## src/hw/acm_pkg.sv

```systemverilog
/*
 * shared constants and carrier types of the converter channel
 * configuration block: register indices, field layout, reset values.
 * assumes a single 200 MHz pclk domain.
 */
package acm_pkg;
    localparam int unsigned ACM_LANES = 4;
    localparam int unsigned ACM_RES_W = 24;
    // register indices; byte address is four times the index
    localparam logic [2:0] IDX_SLEEP = 3'h0;
    localparam logic [2:0] IDX_PROF_A = 3'h1;
    localparam logic [2:0] IDX_PROF_B = 3'h2;
    localparam logic [2:0] IDX_ASSIGN = 3'h3;
    localparam logic [2:0] IDX_STATUS = 3'h4;
    localparam logic [2:0] IDX_LAST = 3'h4;
    localparam int unsigned ADDR_W = 12;
    // reset values
    localparam logic [7:0] RST_SLEEP = 8'h00;
    localparam logic [7:0] RST_PROF = 8'h0D;
    localparam logic [7:0] RST_ASSIGN = 8'h00;
    // implemented bits
    localparam logic [7:0] MASK_SLEEP = 8'h0F;
    localparam logic [7:0] MASK_PROF = 8'h0F;
    localparam logic [7:0] MASK_ASSIGN = 8'h33;
    // field positions
    localparam int unsigned PROF_FILT_BIT = 3;
    localparam int unsigned PROF_DEC_LSB = 0;
    localparam int unsigned ASSIGN_LO_LSB = 0;
    localparam int unsigned ASSIGN_HI_LSB = 4;
    localparam int unsigned STAT_BUSY_BIT = 0;
    localparam int unsigned STAT_OVR_BIT = 1;
    // decimation: ratio is 2**exp, exp = base + code, capped
    localparam logic [3:0] DEC_BASE_EXP = 4'h5;
    localparam logic [3:0] DEC_MAX_EXP = 4'hA;
    localparam logic [2:0] DEC_CAP_CODE = 3'h5;
    localparam int unsigned TICK_W = 10;
    // output buffer
    localparam int unsigned FIFO_DEPTH = 8;

    typedef struct packed {
        logic sinc5;
        logic [2:0] dec_code;
    } acm_prof_t;

    typedef struct packed {
        logic err;
        logic rep_data;
        logic sinc5;
        logic [2:0] spare;
        logic [1:0] lane;
    } acm_hdr_t;

    typedef struct packed {
        acm_hdr_t hdr;
        logic [ACM_RES_W-1:0] data;
    } acm_word_t;

    typedef enum logic {
        ST_IDLE = 1'b0,
        ST_SEND = 1'b1
    } acm_state_t;
endpackage : acm_pkg

```

## src/hw/acm_top.sv

```systemverilog
/*
 * converter channel configuration block: APB register bank for lane
 * standby, two filter/decimation profiles and the lane-to-profile map,
 * plus the frame builder that emits one header+result word per lane
 * into an 8-word FIFO at the fastest selected output rate.
 * assumes mod_tick and lane_result come from logic on pclk, and that
 * the filter datapath consumes the lane_* configuration outputs.
 */
// Design decision made here: the APB interface to the registers.
// What this block does
// - standby bits 3:0, reset zero, one per lane
// - sleeping lane sends zero header and data
// - lane 0 standby turns off common-mode output
// - lane 2 standby turns off crystal drive
// - profile A: filter bit 3, decimation bits 2:0
// - profile B: same layout as profile A
// - codes 0-4 give 32..512, 5-7 give 1024
// - assignment bits 5,4,1,0 pick profile per lane
// - data ready at fastest selected rate
// - slower lanes send zero data, repeat flag
`timescale 1ns/1ps

module acm_fifo #(
    parameter int unsigned WIDTH = 32,
    parameter int unsigned DEPTH = 8
) (
    input wire logic pclk, // clock
    input wire logic presetn, // async reset, active low
    input wire logic in_valid, // write request
    output logic in_ready, // room for a word
    input wire logic [WIDTH-1:0] in_data, // word written
    output logic out_valid, // word available
    input wire logic out_ready, // reader takes the word
    output logic [WIDTH-1:0] out_data // oldest word
);
    localparam int unsigned PW = $clog2(DEPTH);
    logic [WIDTH-1:0] mem [DEPTH];
    logic [PW-1:0] wr_ptr;
    logic [PW-1:0] rd_ptr;
    logic [PW:0] count;
    logic push;
    logic pop;

    assign in_ready = (count != (PW+1)'(DEPTH));
    assign out_valid = (count != '0);
    assign push = in_valid && in_ready;
    assign pop = out_valid && out_ready;
    assign out_data = mem[rd_ptr];

    always_ff @(posedge pclk)
    begin
        if (push)
        begin
            mem[wr_ptr] <= in_data;
        end
    end

    always_ff @(posedge pclk or negedge presetn)
    begin
        if (!presetn)
        begin
            wr_ptr <= '0;
            rd_ptr <= '0;
            count <= '0;
        end
        else
        begin
            if (push)
            begin
                wr_ptr <= (wr_ptr == PW'(DEPTH - 1)) ? '0 : wr_ptr + 1'b1;
            end
            if (pop)
            begin
                rd_ptr <= (rd_ptr == PW'(DEPTH - 1)) ? '0 : rd_ptr + 1'b1;
            end
            if (push && !pop)
            begin
                count <= count + 1'b1;
            end
            else if (pop && !push)
            begin
                count <= count - 1'b1;
            end
        end
    end
endmodule : acm_fifo

module acm_top
    import acm_pkg::*;
(
    input wire logic pclk, // 200 MHz clock
    input wire logic presetn, // async reset, active low
    input wire logic psel, // apb select
    input wire logic penable, // apb access phase
    input wire logic pwrite, // apb direction
    input wire logic [ADDR_W-1:0] paddr, // apb byte address
    input wire logic [31:0] pwdata, // apb write data
    output logic [31:0] prdata, // apb read data
    output logic pready, // apb ready
    output logic pslverr, // apb error on unmapped address
    input wire logic mod_tick, // one pulse per modulator sample
    input wire logic [ACM_LANES-1:0][ACM_RES_W-1:0] lane_result, // filter outputs
    output logic drdy, // data ready pulse, one per frame
    output logic frame_valid, // stream word available
    input wire logic frame_ready, // stream consumer takes word
    output acm_word_t frame_word, // header and result
    output logic [ACM_LANES-1:0] lane_sleep, // lane standby
    output logic [ACM_LANES-1:0] lane_sinc5, // lane filter choice
    output logic [ACM_LANES-1:0][2:0] lane_dec_code, // lane decimation code
    output logic common_mode_voltage_output, // common-mode output enable
    output logic xtal_drive_en // crystal excitation enable
);
    logic [7:0] channel_sleep_bits;
    acm_prof_t profile_a_settings;
    acm_prof_t profile_b_settings;
    logic [7:0] profile_assignment;
    logic overrun;
    acm_state_t state;
    logic [1:0] send_idx;
    logic [TICK_W-1:0] tick_cnt;
    logic [TICK_W-1:0] next_tick;
    acm_word_t frame_buf [ACM_LANES];
    acm_word_t next_word [ACM_LANES];
    logic [ACM_LANES-1:0] lane_pick;
    logic [ACM_LANES-1:0] lane_hit;
    logic frame_hit;
    logic fifo_in_ready;
    logic push_word;
    logic last_word;
    logic [2:0] reg_idx;
    logic mapped;
    logic wr_en;
    logic [7:0] wbyte;

    function automatic logic [3:0] dec_exp(input logic [2:0] code);
        if (code >= DEC_CAP_CODE)
        begin
            return DEC_MAX_EXP;
        end
        return DEC_BASE_EXP + {1'b0, code};
    endfunction : dec_exp

    // true when the low exp bits of the tick count are all zero
    function automatic logic on_boundary(input logic [TICK_W-1:0] t, input logic [3:0] e);
        logic [TICK_W-1:0] m;
        m = TICK_W'((11'h001 << e) - 11'h001);
        return (t & m) == '0;
    endfunction : on_boundary

    // ---------------- apb slave ----------------
    assign reg_idx = paddr[4:2];
    assign mapped = (paddr[ADDR_W-1:5] == '0) && (paddr[1:0] == 2'h0)
                    && (reg_idx <= IDX_LAST);
    assign pready = 1'b1;
    assign pslverr = psel && penable && !mapped;
    assign wr_en = psel && penable && pwrite && mapped;
    assign wbyte = pwdata[7:0];

    always_ff @(posedge pclk or negedge presetn)
    begin
        if (!presetn)
        begin
            channel_sleep_bits <= RST_SLEEP;
        end
        else if (wr_en && reg_idx == IDX_SLEEP)
        begin
            channel_sleep_bits <= wbyte & MASK_SLEEP;
        end
    end

    always_ff @(posedge pclk or negedge presetn)
    begin
        if (!presetn)
        begin
            profile_a_settings <= acm_prof_t'(RST_PROF[3:0]);
        end
        else if (wr_en && reg_idx == IDX_PROF_A)
        begin
            profile_a_settings <= acm_prof_t'(wbyte[3:0]);
        end
    end

    always_ff @(posedge pclk or negedge presetn)
    begin
        if (!presetn)
        begin
            profile_b_settings <= acm_prof_t'(RST_PROF[3:0]);
        end
        else if (wr_en && reg_idx == IDX_PROF_B)
        begin
            profile_b_settings <= acm_prof_t'(wbyte[3:0]);
        end
    end

    always_ff @(posedge pclk or negedge presetn)
    begin
        if (!presetn)
        begin
            profile_assignment <= RST_ASSIGN;
        end
        else if (wr_en && reg_idx == IDX_ASSIGN)
        begin
            // bits 7:6 and 3:2 stay zero
            profile_assignment <= wbyte & MASK_ASSIGN;
        end
    end

    // overrun: a frame was due while the last was still being sent
    always_ff @(posedge pclk or negedge presetn)
    begin
        if (!presetn)
        begin
            overrun <= 1'b0;
        end
        else if (frame_hit && state == ST_SEND)
        begin
            // a new event beats a same-cycle clear
            overrun <= 1'b1;
        end
        else if (wr_en && reg_idx == IDX_STATUS && wbyte[STAT_OVR_BIT])
        begin
            overrun <= 1'b0;
        end
    end

    // read data captured in the setup phase, stable through access
    always_ff @(posedge pclk or negedge presetn)
    begin
        if (!presetn)
        begin
            prdata <= 32'h0000_0000;
        end
        else if (psel && !penable && !pwrite)
        begin
            prdata <= 32'h0000_0000;
            if (mapped)
            begin
                case (reg_idx)
                    IDX_SLEEP: prdata[7:0] <= channel_sleep_bits;
                    IDX_PROF_A: prdata[3:0] <= profile_a_settings;
                    IDX_PROF_B: prdata[3:0] <= profile_b_settings;
                    IDX_ASSIGN: prdata[7:0] <= profile_assignment;
                    IDX_STATUS:
                    begin
                        prdata[STAT_BUSY_BIT] <= (state == ST_SEND);
                        prdata[STAT_OVR_BIT] <= overrun;
                    end
                    default: prdata <= 32'h0000_0000;
                endcase
            end
        end
    end

    // ---------------- lane configuration ----------------
    assign lane_pick = {profile_assignment[ASSIGN_HI_LSB+1],
                        profile_assignment[ASSIGN_HI_LSB],
                        profile_assignment[ASSIGN_LO_LSB+1],
                        profile_assignment[ASSIGN_LO_LSB]};
    assign lane_sleep = channel_sleep_bits[ACM_LANES-1:0];
    assign common_mode_voltage_output = !channel_sleep_bits[0];
    assign xtal_drive_en = !channel_sleep_bits[2];

    assign next_tick = tick_cnt + 1'b1;

    generate
        for (genvar i = 0; i < ACM_LANES; i++)
        begin : g_lane
            acm_prof_t prof;
            // 0 picks A, 1 picks B
            assign prof = lane_pick[i] ? profile_b_settings : profile_a_settings;
            assign lane_sinc5[i] = prof.sinc5;
            assign lane_dec_code[i] = prof.dec_code;
            // lane result due every 2**exp ticks
            assign lane_hit[i] = mod_tick && on_boundary(next_tick, dec_exp(prof.dec_code));

            always_comb
            begin
                next_word[i] = '0;
                if (!lane_sleep[i])
                begin
                    next_word[i].hdr.lane = 2'(i);
                    next_word[i].hdr.sinc5 = prof.sinc5;
                    if (lane_hit[i])
                    begin
                        next_word[i].data = lane_result[i];
                    end
                    else
                    begin
                        next_word[i].hdr.rep_data = 1'b1;
                    end
                end
                // sleeping lane keeps its slot, all zero
            end
        end
    endgenerate

    // ratios are powers of two, so the fastest awake lane's boundary
    // is the OR of all awake lanes' boundaries
    // frame at fastest awake rate; with every lane asleep, at fastest rate of all lanes
    assign frame_hit = (&lane_sleep) ? |lane_hit : |(lane_hit & ~lane_sleep);

    always_ff @(posedge pclk or negedge presetn)
    begin
        if (!presetn)
        begin
            tick_cnt <= '0;
        end
        else if (mod_tick)
        begin
            tick_cnt <= next_tick;
        end
    end

    always_ff @(posedge pclk or negedge presetn)
    begin
        if (!presetn)
        begin
            drdy <= 1'b0;
        end
        else
        begin
            drdy <= frame_hit && state == ST_IDLE;
        end
    end

    // ---------------- frame sender ----------------
    assign push_word = (state == ST_SEND) && fifo_in_ready;
    assign last_word = send_idx == 2'(ACM_LANES - 1);

    always_ff @(posedge pclk or negedge presetn)
    begin
        if (!presetn)
        begin
            state <= ST_IDLE;
            send_idx <= '0;
        end
        else
        begin
            case (state)
                ST_IDLE:
                begin
                    if (frame_hit)
                    begin
                        state <= ST_SEND;
                        send_idx <= '0;
                    end
                end
                ST_SEND:
                begin
                    // a full FIFO stalls the sender here
                    if (push_word)
                    begin
                        send_idx <= send_idx + 1'b1;
                        if (last_word)
                        begin
                            state <= ST_IDLE;
                        end
                    end
                end
                default: state <= ST_IDLE;
            endcase
        end
    end

    // snapshot keeps one frame coherent while the FIFO drains
    always_ff @(posedge pclk or negedge presetn)
    begin
        if (!presetn)
        begin
            for (int k = 0; k < ACM_LANES; k++)
            begin
                frame_buf[k] <= '0;
            end
        end
        else if (frame_hit && state == ST_IDLE)
        begin
            for (int k = 0; k < ACM_LANES; k++)
            begin
                frame_buf[k] <= next_word[k];
            end
        end
    end

    acm_fifo #(
        .WIDTH($bits(acm_word_t)),
        .DEPTH(FIFO_DEPTH)
    ) u_fifo (
        .pclk(pclk),
        .presetn(presetn),
        .in_valid(state == ST_SEND),
        .in_ready(fifo_in_ready),
        .in_data(frame_buf[send_idx]),
        .out_valid(frame_valid),
        .out_ready(frame_ready),
        .out_data(frame_word)
    );
endmodule : acm_top

```

## config.mk

```make
export PLATFORM = sky130hd
export DESIGN_NAME = acm_top
export DESIGN_NICKNAME = d
export VERILOG_FILES = /design/src/hw/acm_pkg.sv /design/src/hw/acm_top.sv
export SDC_FILE = /design/constraint.sdc
export NUM_CORES = 1
export LEC_CHECK = 0
export ABC_CLOCK_PERIOD_IN_PS = 6200
export BUFFER_PORTS_ARGS = -buffer_cell sky130_fd_sc_hd__buf_2
export CAP_MARGIN = 0
export CORE_AREA = 5 5 183 185
export DETAILED_ROUTE_END_ITERATION = 8
export DIE_AREA = 0 0 188 190
export GPL_TIMING_DRIVEN = 1
export PLACE_DENSITY = 0.75
export SYNTH_ARGS = -nofsm -noshare
export SYNTH_HDL_FRONTEND = slang
export SYNTH_SLANG_ARGS = --single-unit
```

## constraint.sdc

```tcl
create_clock -name pclk -period 6.2 [get_ports pclk]
set_input_delay 0.62 -clock pclk [delete_from_list [all_inputs] [get_ports pclk]]
set_output_delay 0.62 -clock pclk [all_outputs]
set_load 0.01 [all_outputs]
```

==> run summary, run 1 <==
- finished, final reports clean — result of the run
- 6660 ps — required time at the worst-slack endpoint
- 1,600 — number of instances in the placed design
- false — RSZ-0062 raised after global routing
- 60,000 um — global-route wire length before repair
- 15.1% — growth of design area from synthesis to finish
- 0 — final-report setup violation count
- 0 ps — Total Negative Setup Slacks
- 0 — setup fix buffers added after clock tree synthesis
- 967 ps — slew of the pin with the lowest slew margin
- 188 um — die extent in x
- 820 ps — max incr delay on CP
- register to register — kind of critical path
- 179 — IO buf count
- 8.58 mW — Total Power Consumption
- 1,674 — non-filler cells in the finished layout
- frame_buf[115] — r2r endpoint
- 1490 ps — worst-case register-to-register setup slack
- 0 — DRC Markers
- edfxtp_1 — dominant register cell in the synthesized netlist
- 92 — largest fanout of any net on the critical path
- 60 ps — clk slew on worst S/H paths
- 10,070 — via total after detailed routing
- 35,700 um2 — Die Footprint
- register — endpoint kind of the worst setup timing path
- 1,399 — final-stage net count
- 4710 ps — shortest clock period the worst path allows after layout
- 1,065 — Gate Count Post-Synth
- buf_4 — library cell contributing the largest single delay on the critical path
- clkbuf_16 — buffer cell driving the clock tree root
- 224 x edfxtp_1, 148 x dfrtp_1, 102 x a22o_1, 83 x mux4_2, 55 x mux2_2 — commonest cells in the synthesized netlist
- 11 — path depth of the worst reg2reg path
- 104 — largest net degree at the start of global routing
- 444 nW/um2 — total power density per cell area
- 38 — number of buffers added by the clock tree synthesis step
- 7.72 nW — leakage power total
- compound AO/OA/AOI/OAI gates — Worst path top cell family by delay
- 0 — Yosys warnings
- 0 — max-cap check violation count
- 0.401 — Yosys top cell area share
- 764 — number of design-rule violations left by the first detailed-router iteration
- input pin to asynchronous set/reset pin — type of the worst min-delay path
- 0 — hold violation count in the final report
- yes — CTS tree
- 212 MHz — maximum operating frequency
- 0 — antenna-violating nets left
- register — type of element launching the critical path
- 0.407 — FFs w/ async S/R, synth
- 0.759 — post-route fraction of the period consumed by the critical path
- 10,275 — via count of the first global-routing pass
- 15.8 um2 — average instance area after synthesis
- 0.527 — effective utilization at floorplan
- 0.606 — post-route core utilization
- 38,700 um — total wire length after detailed routing
- 0.338 — share of layout cells above drive strength 1
- 5 — DR pass1 iterations
- 2 — Bufs and invs on worst path
- 530 ps — clock latency at the later pin of the worst-skew pair
- 0.355 — Worst slew margin
- 7 — antenna violations before repair
- 224 — number of flops mapped to enable cells by yosys
- 16,800 um2 — post-synthesis instance area
- 77 — post-synth cell types
- 0.926 — final estimated routing congestion in global placement
- 23.1 um — routed wire length per instance
- 0.630 — Seq/Total Area, Yosys
- 66 — standard-cell row count
- 0 — cts-stage hold buffer count
- profile_assignment[5] — r2r startpoint
- edfxtp_1 40%, dfrtp_1 22%, mux4_2 11% — Area contributors post-synth
- 31,900 um2 — Core ar.
- 0.235 mV — worst-case vdd ir drop
- 0 — final global-route overflow total
- 16.3 ps — worst setup skew after layout
- 5170 ps — critical path arrival
- edfxtp_1 — cell taking the most area after synthesis
- 24,500 um — sum of net half-perimeters after detailed placement
- 237 — number of ports placed on the die boundary
- 3 — clock tree buffer depth
- 0.215 — GRT Overall Usage
- 190 um — Die Y
- 378 — Synth Register Bits
- edfxtp_1 — most instantiated library cell after synthesis
- 378 — number of clock sinks seen by CTS
- 6.02 — DR vias/cell
- mux2i_2, inv_1, ha_1, or4_1, nand3_1, a32oi_1, nand4_1, o21ai_1, a311oi_4, buf_4, a22o_1 — chain of cells forming the critical path
- 2 — H-tree depth
- 0 — cells resized by post-CTS repair
- 0 — total count of max-transition violations in the final report
[report_power, final]
group          switching [mW]  internal, mW
Sequential              0.341          3.35
Clock                   0.950          1.46
Combinational            1.31          1.17
[final cells by class]
type | count | area, um2
tap | 408 | 510
antenna | 6 | 15.0
clock buffer | 51 | 1060
clock inverter | 17 | 263
sequential | 378 | 10600
inverter | 25 | 96.3
multi-input combinational | 592 | 5750
timing repair buffer | 197 | 1040
fill | 2361 | 12500
[placed cells by master (no fill, tap or decap), drive strengths merged, types with 4 or more instances in the layout]
master  netlist  routed
nand4        14      14
nand3        13      13
a21o          4       4
a21oi         9       9
conb          2      31
a22o        102     102
inv          24      25
xnor2        14      14
clkbuf       35      51
edfxtp      224     224
nor2         27      27
o21ai        28      28
nand2        45      45
mux4         83      83
xor2          5       5
dfstp         6       6
mux2         58      58
clkinv        1      10
nor3         20      20
dfrtp       148     148
o211ai        5       5
diode         0       6
bufinv        0       6
o21a          5       5
ha           19      19
mux2i        20      20
nand2b        8       8
nor2b         5       5
buf          64     197
or2           4       4
nor4          6       6
nor3b         5       5
[sequential cells by signal (all words and copies together) (netlist names)]
signal              cells
u_fifo.count            4
drdy                    1
tick_cnt               10
u_fifo.wr_ptr           3
state                   1
prdata                  6
profile_assignment      4
profile_a_settings      4
u_fifo.rd_ptr           3
frame_buf             107
u_fifo.mem            224
channel_sleep_bits      4
overrun                 1
send_idx                2
profile_b_settings      4
[metal layers]
metal  track usage  up-vias  share of wire
met1         0.305     5156           0.43
li1              -     4480              -
met3        0.0396       68          0.062
met5             0        -        0.00065
met2         0.345      362           0.48
met4        0.0641        4          0.026
[metrics by stage]
step	setup slack (ps)	cell area [um2]	hold slack [ps]
final	1490	19300	191
after global routing	1180	19300	277
after CTS	1530	19300	235
after detailed placement	1560	18000	475
after global placement	1610	18000	466
after floorplan	1900	16900	324
[kinds of logic after synthesis]
kind of cell / synth area share
XOR/XNOR: 0.00991
adder cells (fa/ha/maj): 0.0153
other: 0.000447
AO/OA/AOI/OAI: 0.0931
multiplexers: 0.163
AND/OR/NAND/NOR: 0.0509
flip-flops: 0.630
buffers and inverters: 0.0374
[worst max path at each step]
stage,start,endpoint,slack (ps),depth (start not counted)
4_1_cts,profile_assignment[5],frame_buf[115],1530,11
6_report,profile_assignment[5],frame_buf[115],1490,11
3_5_place_dp,profile_assignment[5],frame_buf[15],1560,11
5_1_grt,profile_assignment[5],frame_buf[115],1180,11
2_1_floorplan,state,u_fifo.mem[2][0],1900,3
3_3_place_gp,profile_assignment[5],frame_buf[79],1610,11
Note: power is estimated with default switching activity, not from simulation.
==> run 2, diff against run 1 <==
==> config.mk (replaced) <==
export PLATFORM = sky130hd
export DESIGN_NAME = acm_top
export DESIGN_NICKNAME = d
export VERILOG_FILES = /design/src/hw/acm_pkg.sv /design/src/hw/acm_top.sv
export SDC_FILE = /design/constraint.sdc
export NUM_CORES = 1
export LEC_CHECK = 0
export ABC_CLOCK_PERIOD_IN_PS = 4200
export BUFFER_PORTS_ARGS = -buffer_cell sky130_fd_sc_hd__buf_2
export CAP_MARGIN = 0
export CORE_AREA = 5 5 186 188
export DETAILED_ROUTE_END_ITERATION = 8
export DIE_AREA = 0 0 191 193
export GPL_TIMING_DRIVEN = 1
export PLACE_DENSITY = 0.76
export SYNTH_ARGS = -nofsm -noshare
export SYNTH_HDL_FRONTEND = slang
export SYNTH_SLANG_ARGS = --single-unit
==> constraint.sdc (replaced) <==
create_clock -name pclk -period 4.2 [get_ports pclk]
set_input_delay 0.42 -clock pclk [delete_from_list [all_inputs] [get_ports pclk]]
set_output_delay 0.42 -clock pclk [all_outputs]
set_load 0.01 [all_outputs]
==> run 2 against run 1 <==
  * The run now ends with negative hold slack left
  * Core utilization down 1.6 points
  * Via count rose by 0.14%
  * Clock-buffer cell count rose by 4
  * Wire length up 2.3%
  * Register-to-register slack got worse by 1100 ps
  * Flip-flop and latch count is the same
  * Clock skew increased by 4.4 ps
  * Clock power rose by 48%
  * Critical endpoint is now frame_buf[75]
  * Largest cell class unchanged
  * Largest power group unchanged
  * Highest routed layer unchanged
==> run summary, run 2 (same netlist as run 1, synthesis figures left out) <==
- 6 — DR pass1 iterations, was 5
- 98 — largest fanout of any net on the critical path, was 92
- register to register — kind of critical path, unchanged
- 60,000 um — global-route wire length before repair, about the same
- 60 ps — clk slew on worst S/H paths, about the same
- 18,100 um2 — placed cell areas, was 18,000 um2
- 0 — total count of max-transition violations in the final report, unchanged
- 15.9% — growth of design area from synthesis to finish, was 15.1%
- 179 — IO buf count, unchanged
- 379 ps — pre-CTS setup slack, was 1560 ps
- 4270 ps — critical path arrival, was 5170 ps
- 0.266 — Worst slew margin, was 0.355
- u_fifo.mem — Largest Register, unchanged
- 0.510 — effective utilization at floorplan, was 0.527
- 0 — max-cap check violation count, unchanged
- 4630 ps — required time at the worst-slack endpoint, was 6660 ps
- 5.86 — DR vias/cell, was 6.02
- 2 — H-tree depth, unchanged
- 378 — number of clock sinks seen by CTS, unchanged
- 237 — number of ports placed on the die boundary, unchanged
- 0 — cells resized by post-CTS repair, unchanged
- 20.7 ps — worst setup skew after layout, was 16.3 ps
- 10,313 — via count of the first global-routing pass, was 10,275
- 0 ps — Total Negative Setup Slacks, unchanged
- 1,645 — number of instances in the placed design, was 1,600
- 193 um — Die Y, was 190 um
- 0.338 — share of layout cells above drive strength 1, about the same
- 224 — max FFs per register, unchanged
- 260 MHz — maximum operating frequency, was 212 MHz
- 6 — antenna violations before repair, was 7
- 10,084 — via total after detailed routing, was 10,070
- 32,900 um2 — Core ar., was 31,900 um2
- 19,500 um2 — Final Instance Area, was 19,300 um2
- 0 — DRC Markers, unchanged
- 0.411 mV — worst-case vdd ir drop, was 0.235 mV
- 191 um — die extent in x, was 188 um
- 0 — antenna-violating nets left, unchanged
- u_fifo.mem (224), frame_buf (107), tick_cnt (10) — leading registers by flop count, unchanged
- 0 — cts-stage hold buffer count, unchanged
- 109 — largest net degree at the start of global routing, was 104
- clkbuf_16 — buffer cell driving the clock tree root, unchanged
- 0 — setup fix buffers added after clock tree synthesis, unchanged
- 2,472 — final-layout fill cell count, was 2,361
- 1,721 — non-filler cells in the finished layout, was 1,674
- 7.77 nW — leakage power total, was 7.72 nW
- register — type of element launching the critical path, unchanged
- 1100 ps — slew of the pin with the lowest slew margin, was 967 ps
- 1,052 — number of design-rule violations left by the first detailed-router iteration, was 764
- finished with violations — result of the run, was finished, final reports clean
- 653 nW/um2 — total power density per cell area, was 444 nW/um2
- 0.915 — post-route fraction of the period consumed by the critical path, was 0.759
- false — RSZ-0062 raised after global routing, unchanged
- 224 x edfxtp_1, 178 x buf_2, 144 x dfrtp_1 — commonest cells after routing, fill and taps aside, unchanged
- 36,900 um2 — Die Footprint, was 35,700 um2
- 0.591 — post-route core utilization, was 0.606
- 550 ps — clock latency at the later pin of the worst-skew pair, was 530 ps
- 0 — final global-route overflow total, unchanged
- -25.3 ps — Hold Worst Slack, was 191 ps
- 39,500 um — total wire length after detailed routing, was 38,700 um
- negative hold slack — violated checks
- 0.925 — final estimated routing congestion in global placement, was 0.926
- 67 — standard-cell row count, was 66
- edfxtp_1 — commonest non-fill, non-tap cell in the layout, unchanged
- input pin to asynchronous set/reset pin — type of the worst min-delay path, unchanged
- register — endpoint kind of the worst setup timing path, unchanged
- 39 — number of buffers added by the clock tree synthesis step, was 38
- 0.211 — GRT Overall Usage, was 0.215
- 1,405 — final-stage net count, was 1,399
- yes — CTS tree, unchanged
- 3 — clock tree buffer depth, unchanged
- 6 — hold violation count in the final report, was 0
- 12.7 mW — Total Power Consumption, was 8.58 mW
- 0 — final-report setup violation count, unchanged
- 25,000 um — sum of net half-perimeters after detailed placement, was 24,500 um
- 358 ps — smallest setup slack after layout, was 1490 ps
- 3840 ps — shortest clock period the worst path allows after layout, was 4710 ps
- 23.0 um — routed wire length per instance, was 23.1 um
-- run 2: path summary, 6_finish.rpt --
| check | from | to | slack [ps] | cells past startpoint |
|---|---|---|---|---|
| max | profile_a_settings[0] | frame_buf[75] | 360 | 12 |
| min | presetn | frame_buf[17] | -30 | 1 |
| max reg2reg | profile_a_settings[0] | frame_buf[75] | 360 | 12 |
| min reg2reg | u_fifo.count[3] | u_fifo.count[3] | 490 | 1 |
| max in group asynchronous | presetn | frame_buf[86] | 3310 | 2 |
| min in group pclk | lane_result[45] | frame_buf[85] | 90 | 2 |
-- run 2: area by class of cell --
class	count	area, um2	share of cell area
Sequential cell	378	10600	0.544
Multi-Input combinational cell	592	5760	0.296
Timing Repair Buffer	202	1100	0.0565
Clock buffer	55	1060	0.0542
Tap cell	448	561	0.0288
Clock inverter	17	289	0.0148
Inverter	25	96.3	0.00495
Antenna cell	4	10.0	0.000514
-- run 2: where the power goes --
part / total (mW) / internal, mW / switching, mW
logic: 3.52 / 1.74 / 1.78
clock network: 3.57 / 2.11 / 1.47
registers: 5.63 / 4.94 / 0.688
total: 12.7 / 8.79 / 3.93
-- run 2: worst max-delay path, cell delays in order, from the launching register on --
cell and delay (ps):
dfstp_2 630, mux2i_2 170, inv_1 190, ha_1 320, inv_1 130, nor2_1 260
nand3_1 140, a2111oi_0 430, nand4_1 330, o21ai_1 340, a311oi_4 180, buf_12 260
a22o_1 300
-- run 2: routing by layer --
metal / global-route usage / up-vias / wire (um)
met4: 0.0522 / 4 / 783
met2: 0.340 / 423 / 19300
met1: 0.304 / 5109 / 16600
met5: 0 / - / 23
met3: 0.0391 / 53 / 2840
li1: - / 4495 / -
